**src/rtl/nvm_params.svh**
```systemverilog
// Register offsets, field positions, reset values and timing counts for the NVM control block
`ifndef NVM_PARAMS_SVH
`define NVM_PARAMS_SVH

// Register byte offsets on APB
`define ADDR_LOW_OFS     12'h000
`define ADDR_HIGH_OFS    12'h004
`define CONTROL_ONE_OFS  12'h008
`define UNLOCK_OFS       12'h00C
`define DATA_LOW_OFS     12'h010
`define DATA_HIGH_OFS    12'h014
`define EVENT_OFS        12'h018

// Control register field positions
`define CTL_FLASH_BIT    7
`define CTL_CONFIG_BIT   6
`define CTL_LATCH_BIT    5
`define CTL_ERASE_BIT    4
`define CTL_ERROR_BIT    3
`define CTL_ENABLE_BIT   2
`define CTL_WRITE_BIT    1
`define CTL_READ_BIT     0

// Event register field positions
`define EVT_DONE_BIT     0
`define EVT_IE_BIT       1

// Reset values and fixed patterns
`define ADDR_LOW_RST     8'h00
`define ADDR_HIGH_RST    7'h00
`define UNLOCK_FIRST     8'h55
`define UNLOCK_SECOND    8'hAA

// Configuration space map, high address byte and low byte limits
`define CFG_HIGH         7'h00
`define CFG_USER_LAST    8'h03
`define CFG_DEVID        8'h06
`define CFG_WORD_LAST    8'h08

// Self-timed operation lengths
`define WRITE_TIME_US    2
`define ERASE_TIME_US    2
`define CLOCK_MHZ        25

`endif

```
**src/rtl/nvm_pkg.sv**
```systemverilog
// Types shared by the NVM control block
package nvm_pkg;
   typedef enum logic [1:0] {
      op_write,
      op_erase,
      op_eeprom,
      op_latch
   } op_kind_t;

   typedef enum logic [1:0] {
      seq_idle,
      seq_first,
      seq_armed
   } unlock_state_t;
endpackage

```
**src/rtl/nvm_control.sv**
```systemverilog
// APB register file and control logic for program Flash, data EEPROM and config space
// Behaviour
// [RL1] Low address byte, read/write, resets zero
// [RL2] High address seven bits, top reads one
// [RL3] Flash select set: Flash, clear: EEPROM
// [RL4] Config select redirects to config and IDs
// [RL5] Latch-only set: load latches, no program
// [RL6] EEPROM ignores latch-only, always writes
// [RL7] Erase select erases, hardware clears after
// [RL8] EEPROM ignores erase select, erase+write
// [RL9] Error flag set on write-start attempt
// [RL10] Program enable clear blocks all programming
// [RL11] Write start self-timed, hardware clears
// [RL12] Writing zero to write start ignored
// [RL13] Read start one-cycle, set-only, self-clears
// [RL14] Software writes 55h then AAh first
// [RL15] Unlock port write-only, stores nothing
// [RL16] Data pair, high top bits read zero
// [RL17] Bad config read clears data pair
// [RL18] User IDs writable, device ID read-only
// [RL19] Stall processor during Flash write/erase
// [RL20] No unlock or enable means no start
// [RL21] Completion event flag with enable
`timescale 1ns/1ps
`default_nettype none
`include "nvm_params.svh"

module nvm_control #(
   parameter int TIMER_WIDTH = 16,
   parameter int WRITE_CYCLES = `WRITE_TIME_US * `CLOCK_MHZ,
   parameter int ERASE_CYCLES = `ERASE_TIME_US * `CLOCK_MHZ
) (
   input  wire logic        pclk,
   input  wire logic        presetn,
   input  wire logic        psel,
   input  wire logic        penable,
   input  wire logic        pwrite,
   input  wire logic [11:0] paddr,
   input  wire logic [31:0] pwdata,
   output logic [31:0]      prdata,
   output logic             pready,
   output logic             pslverr,
   output logic [14:0]      memory_address,
   output logic             flash_space_select,
   output logic             config_space_select,
   output logic [13:0]      mem_wdata,
   input  wire logic [13:0] mem_rdata,
   output logic             mem_read,
   output logic             mem_start,
   output nvm_pkg::op_kind_t mem_op,
   output logic             cpu_stall,
   output logic             nvm_event
);
   import nvm_pkg::*;

   // Register state
   logic [7:0]  addr_low;
   logic [6:0]  addr_high;
   logic        latch_only_load;
   logic        erase_select;
   logic        sequence_error_flag;
   logic        program_enable;
   logic        write_start;
   logic        read_start;
   logic [13:0] memory_data;
   logic        done_flag;
   logic        done_ie;

   logic [7:0]  next_addr_low;
   logic [6:0]  next_addr_high;
   logic        next_flash;
   logic        next_config;
   logic        next_latch;
   logic        next_erase;
   logic        next_error;
   logic        next_enable;
   logic        next_write;
   logic        next_read;
   logic [13:0] next_data;
   logic        next_done_flag;
   logic        next_done_ie;
   logic        next_start;
   op_kind_t    next_op;

   // Bus decode
   logic        access;
   logic        wr;
   logic        mapped;
   logic        wr_ctl;
   logic        wr_unlock;
   logic        armed;
   logic        timer_busy;
   logic        timer_done;
   logic        launch;
   logic        eeprom_sel;
   logic        cfg_ok_read;
   logic        cfg_ok_write;
   logic        blocked;
   logic        setup_rd;
   logic        eff_enable;
   logic        eff_flash;
   logic        eff_config;
   logic        eff_latch;
   logic        eff_erase;
   logic        eff_eeprom;
   logic [31:0] next_prdata;
   logic [TIMER_WIDTH-1:0] op_len;

   assign access    = psel && penable;
   assign wr        = access && pwrite;
   assign wr_ctl    = wr && paddr == `CONTROL_ONE_OFS;
   assign wr_unlock = wr && paddr == `UNLOCK_OFS;
   assign setup_rd  = psel && !penable && !pwrite;
   assign mapped    = paddr == `ADDR_LOW_OFS || paddr == `ADDR_HIGH_OFS ||
                      paddr == `CONTROL_ONE_OFS || paddr == `UNLOCK_OFS ||
                      paddr == `DATA_LOW_OFS || paddr == `DATA_HIGH_OFS ||
                      paddr == `EVENT_OFS;

   // Zero-wait slave; unmapped addresses answer with an error
   assign pready  = 1'b1;
   assign pslverr = access && !mapped;

   assign memory_address = {addr_high, addr_low};
   assign eeprom_sel     = !config_space_select && !flash_space_select;

   // Config space map: user IDs and device ID, plus config words read-only
   assign cfg_ok_read  = addr_high == `CFG_HIGH &&
                         (addr_low <= `CFG_USER_LAST ||
                          (addr_low >= `CFG_DEVID && addr_low <= `CFG_WORD_LAST)); // RL17
   assign cfg_ok_write = addr_high == `CFG_HIGH && addr_low <= `CFG_USER_LAST; // RL18

   // Control bits as they stand after this cycle; a write that sets write
   // start is judged by the bits it carries, not by the ones it replaces
   assign eff_enable = wr_ctl ? pwdata[`CTL_ENABLE_BIT] : program_enable; // RL10
   assign eff_flash  = wr_ctl ? pwdata[`CTL_FLASH_BIT] : flash_space_select;
   assign eff_config = wr_ctl ? pwdata[`CTL_CONFIG_BIT] : config_space_select;
   assign eff_latch  = wr_ctl ? pwdata[`CTL_LATCH_BIT] : latch_only_load;
   assign eff_erase  = wr_ctl ? pwdata[`CTL_ERASE_BIT] : erase_select;
   assign eff_eeprom = !eff_config && !eff_flash;

   // Unlock sequence tracker; writes to registers other than unlock and control break it
   nvm_unlock u_unlock (
      .pclk         (pclk),
      .presetn      (presetn),
      .unlock_write (wr_unlock),
      .unlock_data  (pwdata[7:0]),
      .other_write  (wr && !wr_unlock && !wr_ctl),
      .consume      (wr_ctl && pwdata[`CTL_WRITE_BIT]),
      .armed        (armed)
   );

   assign blocked = !eff_enable || !armed ||
                    (eff_config && !cfg_ok_write); // RL10 RL20 RL18
   assign launch  = wr_ctl && pwdata[`CTL_WRITE_BIT] && !write_start && !blocked;
   assign op_len  = eff_erase && !eff_eeprom ? TIMER_WIDTH'(ERASE_CYCLES)
                                             : TIMER_WIDTH'(WRITE_CYCLES);

   // Self-timed operation length, erase and write alike per kind
   nvm_timer #(
      .WIDTH (TIMER_WIDTH)
   ) u_timer (
      .pclk    (pclk),
      .presetn (presetn),
      .start   (launch && next_op != op_latch),
      .length  (op_len),
      .busy    (timer_busy),
      .done    (timer_done)
   );

   // Operation kind for the next write command
   always_comb begin
      if (eff_eeprom) begin
         next_op = op_eeprom; // RL6 RL8
      end else if (eff_erase) begin
         next_op = op_erase; // RL7
      end else if (eff_latch) begin
         next_op = op_latch; // RL5
      end else begin
         next_op = op_write; // RL5
      end
   end

   // Register next-state logic; hardware sets beat software clears
   always_comb begin
      next_addr_low  = addr_low;
      next_addr_high = addr_high;
      next_flash     = flash_space_select;
      next_config    = config_space_select;
      next_latch     = latch_only_load;
      next_erase     = erase_select;
      next_error     = sequence_error_flag;
      next_enable    = program_enable;
      next_write     = write_start;
      next_read      = 1'b0; // RL13
      next_data      = memory_data;
      next_done_flag = done_flag;
      next_done_ie   = done_ie;
      next_start     = launch;
      if (wr) begin
         case (paddr)
            `ADDR_LOW_OFS: begin
               next_addr_low = pwdata[7:0]; // RL1
            end
            `ADDR_HIGH_OFS: begin
               next_addr_high = pwdata[6:0]; // RL2
            end
            `DATA_LOW_OFS: begin
               next_data[7:0] = pwdata[7:0]; // RL16
            end
            `DATA_HIGH_OFS: begin
               next_data[13:8] = pwdata[5:0]; // RL16
            end
            `EVENT_OFS: begin
               next_done_ie = pwdata[`EVT_IE_BIT];
               if (pwdata[`EVT_DONE_BIT]) begin
                  next_done_flag = 1'b0;
               end
            end
            `CONTROL_ONE_OFS: begin
               next_flash  = pwdata[`CTL_FLASH_BIT]; // RL3
               next_config = pwdata[`CTL_CONFIG_BIT]; // RL4
               next_latch  = pwdata[`CTL_LATCH_BIT];
               next_erase  = pwdata[`CTL_ERASE_BIT];
               next_error  = pwdata[`CTL_ERROR_BIT];
               next_enable = pwdata[`CTL_ENABLE_BIT];
               if (pwdata[`CTL_WRITE_BIT]) begin
                  next_error = 1'b1; // RL9
                  if (launch) begin
                     next_write = 1'b1; // RL11 RL12
                  end
               end
               if (pwdata[`CTL_READ_BIT] && !write_start) begin
                  next_read = 1'b1; // RL13
               end
            end
            default: begin
            end
         endcase
      end
      // One-cycle read returns data; bad config address clears the pair
      if (read_start) begin
         next_data = (config_space_select && !cfg_ok_read) ? 14'h0000 : mem_rdata; // RL17
      end
      // Latch-only loads finish at once with no timed cycle
      if (launch && next_op == op_latch) begin
         next_write = 1'b0;
         next_error = 1'b0;
      end
      // Normal completion clears the error flag and write start
      if (timer_done) begin
         next_write     = 1'b0; // RL11
         next_error     = 1'b0; // RL9
         next_done_flag = 1'b1; // RL21
         if (!eeprom_sel) begin
            next_erase = 1'b0; // RL7
         end
      end
   end

   // Register update; error flag has no defined reset, cleared anyway
   always_ff @(posedge pclk or negedge presetn) begin
      if (!presetn) begin
         addr_low            <= `ADDR_LOW_RST;
         addr_high           <= `ADDR_HIGH_RST;
         flash_space_select  <= 1'b0;
         config_space_select <= 1'b0;
         latch_only_load     <= 1'b0;
         erase_select        <= 1'b0;
         sequence_error_flag <= 1'b0;
         program_enable      <= 1'b0;
         write_start         <= 1'b0;
         read_start          <= 1'b0;
         memory_data         <= 14'h0000;
         done_flag           <= 1'b0;
         done_ie             <= 1'b0;
         mem_start           <= 1'b0;
         mem_op              <= op_write;
         mem_wdata           <= 14'h0000;
      end else begin
         addr_low            <= next_addr_low;
         addr_high           <= next_addr_high;
         flash_space_select  <= next_flash;
         config_space_select <= next_config;
         latch_only_load     <= next_latch;
         erase_select        <= next_erase;
         sequence_error_flag <= next_error;
         program_enable      <= next_enable;
         write_start         <= next_write;
         read_start          <= next_read;
         memory_data         <= next_data;
         done_flag           <= next_done_flag;
         done_ie             <= next_done_ie;
         mem_start           <= next_start; // RL10
         mem_op              <= next_start ? next_op : mem_op;
         mem_wdata           <= next_start ? memory_data : mem_wdata;
      end
   end

   assign mem_read  = read_start; // RL13
   assign cpu_stall = timer_busy && !eeprom_sel; // RL19
   assign nvm_event = done_flag && done_ie; // RL21

   // Read word picked in the setup phase and held in a flop for the access
   // phase; bits that hardware changes may show the state one cycle earlier
   always_comb begin
      next_prdata = 32'h0000_0000;
      if (setup_rd) begin
         case (paddr)
            `ADDR_LOW_OFS: begin
               next_prdata[7:0] = addr_low;
            end
            `ADDR_HIGH_OFS: begin
               next_prdata[7:0] = {1'b1, addr_high}; // RL2
            end
            `CONTROL_ONE_OFS: begin
               next_prdata[7:0] = {flash_space_select, config_space_select,
                                   latch_only_load, erase_select,
                                   sequence_error_flag, program_enable,
                                   write_start, read_start};
            end
            `UNLOCK_OFS: begin
               next_prdata[7:0] = 8'h00; // RL15
            end
            `DATA_LOW_OFS: begin
               next_prdata[7:0] = memory_data[7:0];
            end
            `DATA_HIGH_OFS: begin
               next_prdata[7:0] = {2'b00, memory_data[13:8]}; // RL16
            end
            `EVENT_OFS: begin
               next_prdata[1:0] = {done_ie, done_flag};
            end
            default: begin
               next_prdata = 32'h0000_0000;
            end
         endcase
      end
   end

   // Read data flop; unlock port reads zero since nothing is stored
   always_ff @(posedge pclk or negedge presetn) begin
      if (!presetn) begin
         prdata <= 32'h0000_0000;
      end else begin
         prdata <= next_prdata;
      end
   end
endmodule
`default_nettype wire

```
**src/rtl/nvm_unlock.sv**
```systemverilog
// Unlock pattern detector fed by writes to the unlock port
`timescale 1ns/1ps
`default_nettype none
`include "nvm_params.svh"

module nvm_unlock (
   input  wire logic       pclk,
   input  wire logic       presetn,
   input  wire logic       unlock_write,
   input  wire logic [7:0] unlock_data,
   input  wire logic       other_write,
   input  wire logic       consume,
   output logic            armed
);
   import nvm_pkg::*;

   unlock_state_t state;
   unlock_state_t next_state;

   // Other writes, and control writes that set write start, break the sequence between steps
   always_comb begin
      next_state = state;
      if (consume || other_write) begin
         next_state = seq_idle;
      end else if (unlock_write) begin
         case (state)
            seq_first: begin
               if (unlock_data == `UNLOCK_SECOND) begin
                  next_state = seq_armed;
               end else if (unlock_data != `UNLOCK_FIRST) begin
                  next_state = seq_idle;
               end
            end
            default: begin
               next_state = (unlock_data == `UNLOCK_FIRST) ? seq_first : seq_idle;
            end
         endcase
      end
   end

   // Only the pattern state is kept; written bytes are never stored
   always_ff @(posedge pclk or negedge presetn) begin
      if (!presetn) begin
         state <= seq_idle;
      end else begin
         state <= next_state;
      end
   end

   assign armed = (state == seq_armed);
endmodule
`default_nettype wire

```
**src/rtl/nvm_timer.sv**
```systemverilog
// Down-counter timing one self-timed operation
`timescale 1ns/1ps
`default_nettype none

module nvm_timer #(
   parameter int WIDTH = 16
) (
   input  wire logic             pclk,
   input  wire logic             presetn,
   input  wire logic             start,
   input  wire logic [WIDTH-1:0] length,
   output logic                  busy,
   output logic                  done
);
   logic [WIDTH-1:0] count;
   logic [WIDTH-1:0] next_count;
   logic             next_busy;
   logic             next_done;

   // Load on start, pulse done on the last count
   always_comb begin
      next_count = count;
      next_busy  = busy;
      next_done  = 1'b0;
      if (start && !busy) begin
         next_count = length;
         next_busy  = 1'b1;
      end else if (busy) begin
         if (count <= WIDTH'(1)) begin
            next_busy = 1'b0;
            next_done = 1'b1;
         end else begin
            next_count = count - WIDTH'(1);
         end
      end
   end

   always_ff @(posedge pclk or negedge presetn) begin
      if (!presetn) begin
         count <= '0;
         busy  <= 1'b0;
         done  <= 1'b0;
      end else begin
         count <= next_count;
         busy  <= next_busy;
         done  <= next_done;
      end
   end
endmodule
`default_nettype wire

```
**config.mk**
```make
export PLATFORM = sky130hd
export DESIGN_NAME = nvm_control
export DESIGN_NICKNAME = d
export VERILOG_FILES = /design/src/rtl/nvm_pkg.sv /design/src/rtl/nvm_control.sv /design/src/rtl/nvm_unlock.sv /design/src/rtl/nvm_timer.sv
export VERILOG_INCLUDE_DIRS = /design/src /design/src/rtl
export SDC_FILE = /design/constraint.sdc
export NUM_CORES = 1
export LEC_CHECK = 0
export BUFFER_PORTS_ARGS = -buffer_cell sky130_fd_sc_hd__buf_4
export CORE_ASPECT_RATIO = 1.5
export CORE_MARGIN = 3
export CORE_UTILIZATION = 47
export CTS_CLUSTER_SIZE = 20
export DETAILED_ROUTE_END_ITERATION = 8
export PLACE_DENSITY = 0.82
export SLEW_MARGIN = 20
export SYNTH_ARGS = -nofsm -noshare
export SYNTH_HDL_FRONTEND = slang
export SYNTH_SLANG_ARGS = --single-unit
```
**constraint.sdc**
```tcl
create_clock -name pclk -period 2.15 [get_ports pclk]
set_input_delay 0.43 -clock pclk [delete_from_list [all_inputs] [get_ports pclk]]
set_output_delay 0.43 -clock pclk [all_outputs]
set_load 0.1 [all_outputs]
```
* Word level (Yosys, flattened, before mapping)
Index checks and enable logic that the tools add are counted.
Storage, ports and cells: memory bits (writable) 0, memories 0, output and inout bits 71, register bits 108, input port bits 63, ROM bits 0, latch bits 0
Cells by class: add/sub/neg operators 1, $mul 0, order comparisons 4, muxes and demuxes 53, divide/modulo/power cells 0, equal/unequal tests 15, bitwise gates (word level) 0, reduce and logical (&&, ||, !) cells 77, shift operators 0
Operators by type and width (number):
- 2-to-1 mux 16 bit | 3
- 2-to-1 mux 14 bit | 3
- equality test 12 x 5 -> 1 bit (second input constant) | 3
- 2-to-1 mux 1 bit | 34
- case mux 6 bit (5 select lines) | 1
- logical AND 1 bit | 25
- equality test 12 x 4 -> 1 bit (second input constant) | 2
- AND reduction 2 bit | 9
- logical NOT 1 bit | 17
- <= comparator 16 x 1 -> 1 bit (second input constant) | 1
- 2-to-1 mux 2 bit | 8
- 2-to-1 mux 8 bit | 2
- nonzero test 2 bit | 8
- subtractor 16 x 1 -> 16 bit (second input constant) | 1
- equality test 12 x 3 -> 1 bit (second input constant) | 1
- logical NOT 12 bit | 1
- case mux 2 bit (6 select lines) | 1
- nonzero test 3 bit | 4
- logical OR 1 bit | 10
- equality test 8 x 7 -> 1 bit (second input constant) | 1
- equality test 8 bit (second input constant) | 1
- greater-or-equal comparator 8 x 3 -> 1 bit (second input constant) | 1
- <= comparator 8 x 2 -> 1 bit (second input constant) | 1
- <= comparator 8 x 4 -> 1 bit (second input constant) | 1
- 10 further kinds | 11

* Logic depth before layout (Yosys ltp)
word-level depth 15, gate-level depth with buffers 8

* By module
From an unflattened synthesis, not the netlist that was laid out.
Second synthesis, totals: cells, all modules 464, area, all modules 4787.1 um^2
By module, submodules not included:
- nvm_control | area an instance 3500.9 um^2, cells each 320, instances 1, seq. area each 1601.5 um^2
- nvm_timer | area an instance 1137.3 um^2, cells each 129, instances 1, seq. area each 450.4 um^2
- nvm_unlock | area an instance 148.9 um^2, cells each 15, instances 1, seq. area each 50.0 um^2

* Worst setup path before layout
No wires, ideal clock.
path type input port to output port, start point input paddr[3], end point output pslverr, cell stages on the path 4, data required time 1.720 ns, arrival time 2.636 ns, slack -0.916 ns, cells stage by stage clkbuf_1 -> clkbuf_1 -> nand3_1 -> a21oi_1
Between the ends: cells in the longest elaborated chain, start to end 9, elaborated cells on any way between the ends 15, classes of those cells eq/ne: 6; reduce/logical: 9
Ends and longest elaborated chain:
- start: declaration | RTL line nvm_control.sv:38 | input wire logic [11:0] paddr,
- equality test 12 x 3 -> 1 bit / logical NOT 12 bit (equally long branches)
- logical OR 1 bit (no source line) (5 in series)
- logical OR 1 bit (no source line) *
- logical NOT 1 bit * | RTL line nvm_control.sv:121 | assign pslverr = access && !mapped;
- logical AND 1 bit * | RTL line nvm_control.sv:121
- end: declaration | RTL line nvm_control.sv:42 | output logic pslverr,
Every way passes the cells marked *; elsewhere a longest branch is shown, timed or not.

* Worst setup path after layout
start point input paddr[5], end point register u_timer.count[4]
Between the ends: cells in the longest elaborated chain, start to end 12, elaborated cells on any way between the ends 28, classes of those cells eq/ne: 3; mux: 9; reduce/logical: 16
Ends and longest elaborated chain:
- equality test 12 x 4 -> 1 bit *
- logical AND 1 bit (no source line) *
- parallel branches: the longest is 6 deep, another holds 2-to-1 mux 2 bit
- logical AND 1 bit * | RTL line nvm_control.sv:164 | .start (launch && next_op != op_latch),
- logical AND 1 bit * | RTL line nvm_timer.sv:25 | if (start && !busy) begin
- != test 2 x 1 -> 1 bit (no source line) / nonzero test 2 bit (equally long branches)
- AND reduction 2 bit (no source line)
- end signal: assignment | RTL line nvm_timer.sv:44 | count <= next_count;
- end: declaration | RTL line nvm_timer.sv:15 | logic [WIDTH-1:0] count;
Mark *: on every way between the ends. A chain may end at the register's enable or synchronous reset.

==> flow_summary.toml <==
[min_path]
worstHoldStart = "mem_rdata[7]"
hold_path_class = "in2reg"
min_path_cells = 2

[power_and_ir_drop]
peakVddDrop_v = 0.000446
leakagePower_nw = 2.74
power.density_nw_per_um2 = 611
power_mw = 3.65

[yosys]
yosys.area_share.simple_pct = 18.1
synth_mux_area_share_pct = 11.4
ys_ff_latch = 84
yosysWarnings = 0
synth_ff_type = "dfrtp_1"
synth_area_um2 = 4480
syn-instance-count = 432
synth-seq-area-share_pct = 46.9
synthArstFlopShare_pct = 100
synth_xor_area_share_pct = 1.95
synth_compound_area_share_pct = 13.4
synth_edf_count = 0
synth_top_family_by_area = "simple AND/OR/NAND/NOR gates"
yosys.area_share.adder_pct = 0.558
synth.avg_cell_area_um2 = 10.4
synth.distinct_cells = 68

[clocking]
cts_buffer_depth = 2
cts.htree.levels = 3
clk_latency_ps = 340
cts_tree = "yes"
cts_buffers = 9
cts_sinks = 84
clockRootBuffer = "clkbuf_16"
path_clk_slew_ps = 60

[place]
pre_cts_ws_ps = -432
gp_congestion = 0.891
post-dp-hpwl_um = 9540
portBuffers = 84
dp_cells = 651

[layout]
fin_nets = 622
layout_commonest_cell = "buf_4"
mostFrequentLayoutCells = "129 x buf_4, 76 x dfrtp_1, 32 x nand2_1, 28 x nor2_1, 27 x mux2_2"
syn2layout_area_growth_pct = 33.1
instances_no_fill = 674
final_util_pct = 64.5
drive_above_1_share_pct = 41.5
antenna_cells = 0

[timing]
fin_crit_ps = 2160
hold_viol_final = 0
fin_crit_sh_pct = 101
fin_ws_ps = -13.9
max_freq_mhz = 462
final_max_slew_viol_count = 0
fin_worst_skew_ps = 10.8
rsz0062_at_grt = "yes"
setup_viol = 1

[global_route]
gr-usage-all-layers_pct = 24.3
grt_pass1_vias = 4014
grt_pass1_wl_um = 20400
grt_max_degree = 38
antenna_found_initial = 0
grt_overflow = 0

[route]
via_per_inst = 5.85
ant_nets = 0
num_vias = 3945
avgRoutedWirePerCell_um = 18.9
first_iter_violations = 373
wl_um = 12700
drc = 0
dr.pass1.iters = 4

[die]
core_area_um2 = 9250
die_w_um = 85.8
pin_count = 134
die-area_um2 = 10800
fp.dieH_um = 126
start_util_pct = 48.5
num_rows = 43

[worst_setup_path]
cpMaxStageDelayCell = "or4_4"
critPathLaunch = "paddr[5]"
cp_max_fo = 5
crit_arrival_ps = 2390
cp_slowest_stage_delay_ps = 560
worstPathCellList = "buf_6 -> or4_4 -> nor4_4 -> buf_4 -> mux2i_4 -> nor3b_4 -> or3b_4"
worstSetupStartpointType = "primary input"
critical_path_class = "in2reg"
r2r_cells = 7
regToRegStartpoint = "u_timer.count[0]"
end_kind = "flop"
worstPathRequired_ps = 2370

[run]
drv_cap = 0

[run_status]
violations = "negative setup slack"
outcome = "finished, violations left"
-- per-stage QoR --
step	hold WS [ps]	TNS, ps	area [um2]
final	308	-13.9	5970
after global routing	331	-121	5970
after CTS	302	0	5900
after detailed placement	287	-11270	5510
after global placement	285	-10270	5510
after floorplan	134	-3450	4680
-- layer usage --
| layer | part of all wire (%) | GRT usage (%) | wire (um) | up-vias |
|---|---|---|---|---|
| met4 | 3.4 | 10.9 | 437 | 0 |
| met3 | 6.4 | 4.71 | 808 | 38 |
| met5 | 0 | 0 | 0 | - |
| li1 | - | - | - | 1782 |
| met1 | 36 | 27.4 | 4630 | 1947 |
| met2 | 54 | 43.5 | 6830 | 178 |
-- power breakdown --
group / switching, mW / internal [mW]
Sequential: 0.00127 / 1.58
Clock: 0.645 / 1.02
Combinational: 0.308 / 0.0888
Total: 0.955 / 2.69
-- registers in the layout (all words and copies together), names as in the netlist, 2 cells and up --
register and cells:
mem_wdata 14, memory_data 14, prdata 8, u_unlock.state 2, mem_op 2, addr_high 7
u_timer.count 16, addr_low 8
-- final cells by class --
cell class | instances | area, um2
Tap cell | 112 | 140
Clock inverter | 7 | 98.8
Clock buffer | 9 | 225
Inverter | 15 | 56.3
Fill cell | 718 | 3280
Sequential cell | 84 | 2110
Timing Repair Buffer | 135 | 1040
Multi-Input combinational cell | 312 | 2290
-- synthesized netlist by cell type, types with 3 or more instances --
cell type / number / share of area (%)
a21oi_1: 18 / 2.0
a22oi_1: 12 / 2.0
and4_1: 5 / 0.98
buf_2: 3 / 0.33
buf_4: 25 / 4.2
clkbuf_1: 15 / 1.3
dfrtp_1: 84 / 47
inv_1: 15 / 1.3
mux2_2: 42 / 11
mux2i_1: 4 / 0.89
nand2_1: 32 / 2.7
nand2b_1: 3 / 0.42
nand3_1: 7 / 0.78
nand4_1: 8 / 1.1
nor2_1: 28 / 2.3
nor2b_1: 6 / 0.84
nor3_1: 10 / 1.1
nor4_1: 11 / 1.5
o211ai_1: 5 / 0.84
o21ai_0: 13 / 1.5
o22a_1: 6 / 1.2
o22ai_1: 6 / 0.84
o31ai_1: 3 / 0.50
or2_2: 3 / 0.42
or3_1: 3 / 0.42
xnor2_1: 8 / 1.6
-- path summary, 6_finish.rpt --
kind | endpoint | slack, ps
worst max-delay path | u_timer.count[4] | -10
worst min-delay path | memory_data[7] | 310
worst max register to register | u_timer.count[4] | 30
worst min register to register | u_unlock.state[1] | 490
max in group asynchronous | mem_wdata[7] | 990
min in group asynchronous | mem_wdata[8] | 470
-- worst max-delay path: cells and delay by family --
kind,cells,cell delay (ps)
buffers and inverters,2,280
multiplexers,1,310
AND/OR/NAND/NOR,4,1360
-- cells by family (layout without fill, tap and decap cells) --
group / Yosys count / after routing
and+or+nand+nor: 141 / 142
AOI/OAI and AO/OA: 87 / 87
DFF: 84 / 84
buffers and inverters: 60 / 166
muxes: 46 / 46
xor gates and xnor gates: 10 / 10
adders and majority gates: 2 / 2
other: 2 / 25
-- timing repair --
| action | 4_1_cts | 5_1_grt |
|---|---|---|
| setup buffers | 3 | 2 |
| hold endpoints to repair | 11 | 0 |
| pin swaps | 2 | 5 |
| endpoints found under the setup margin | 10 | 31 |
| gates cloned | 1 | 0 |
| resized for setup | 5 | 11 |
| hold buffers | 1 | 0 |
Note: power is estimated with default switching activity, not from simulation.
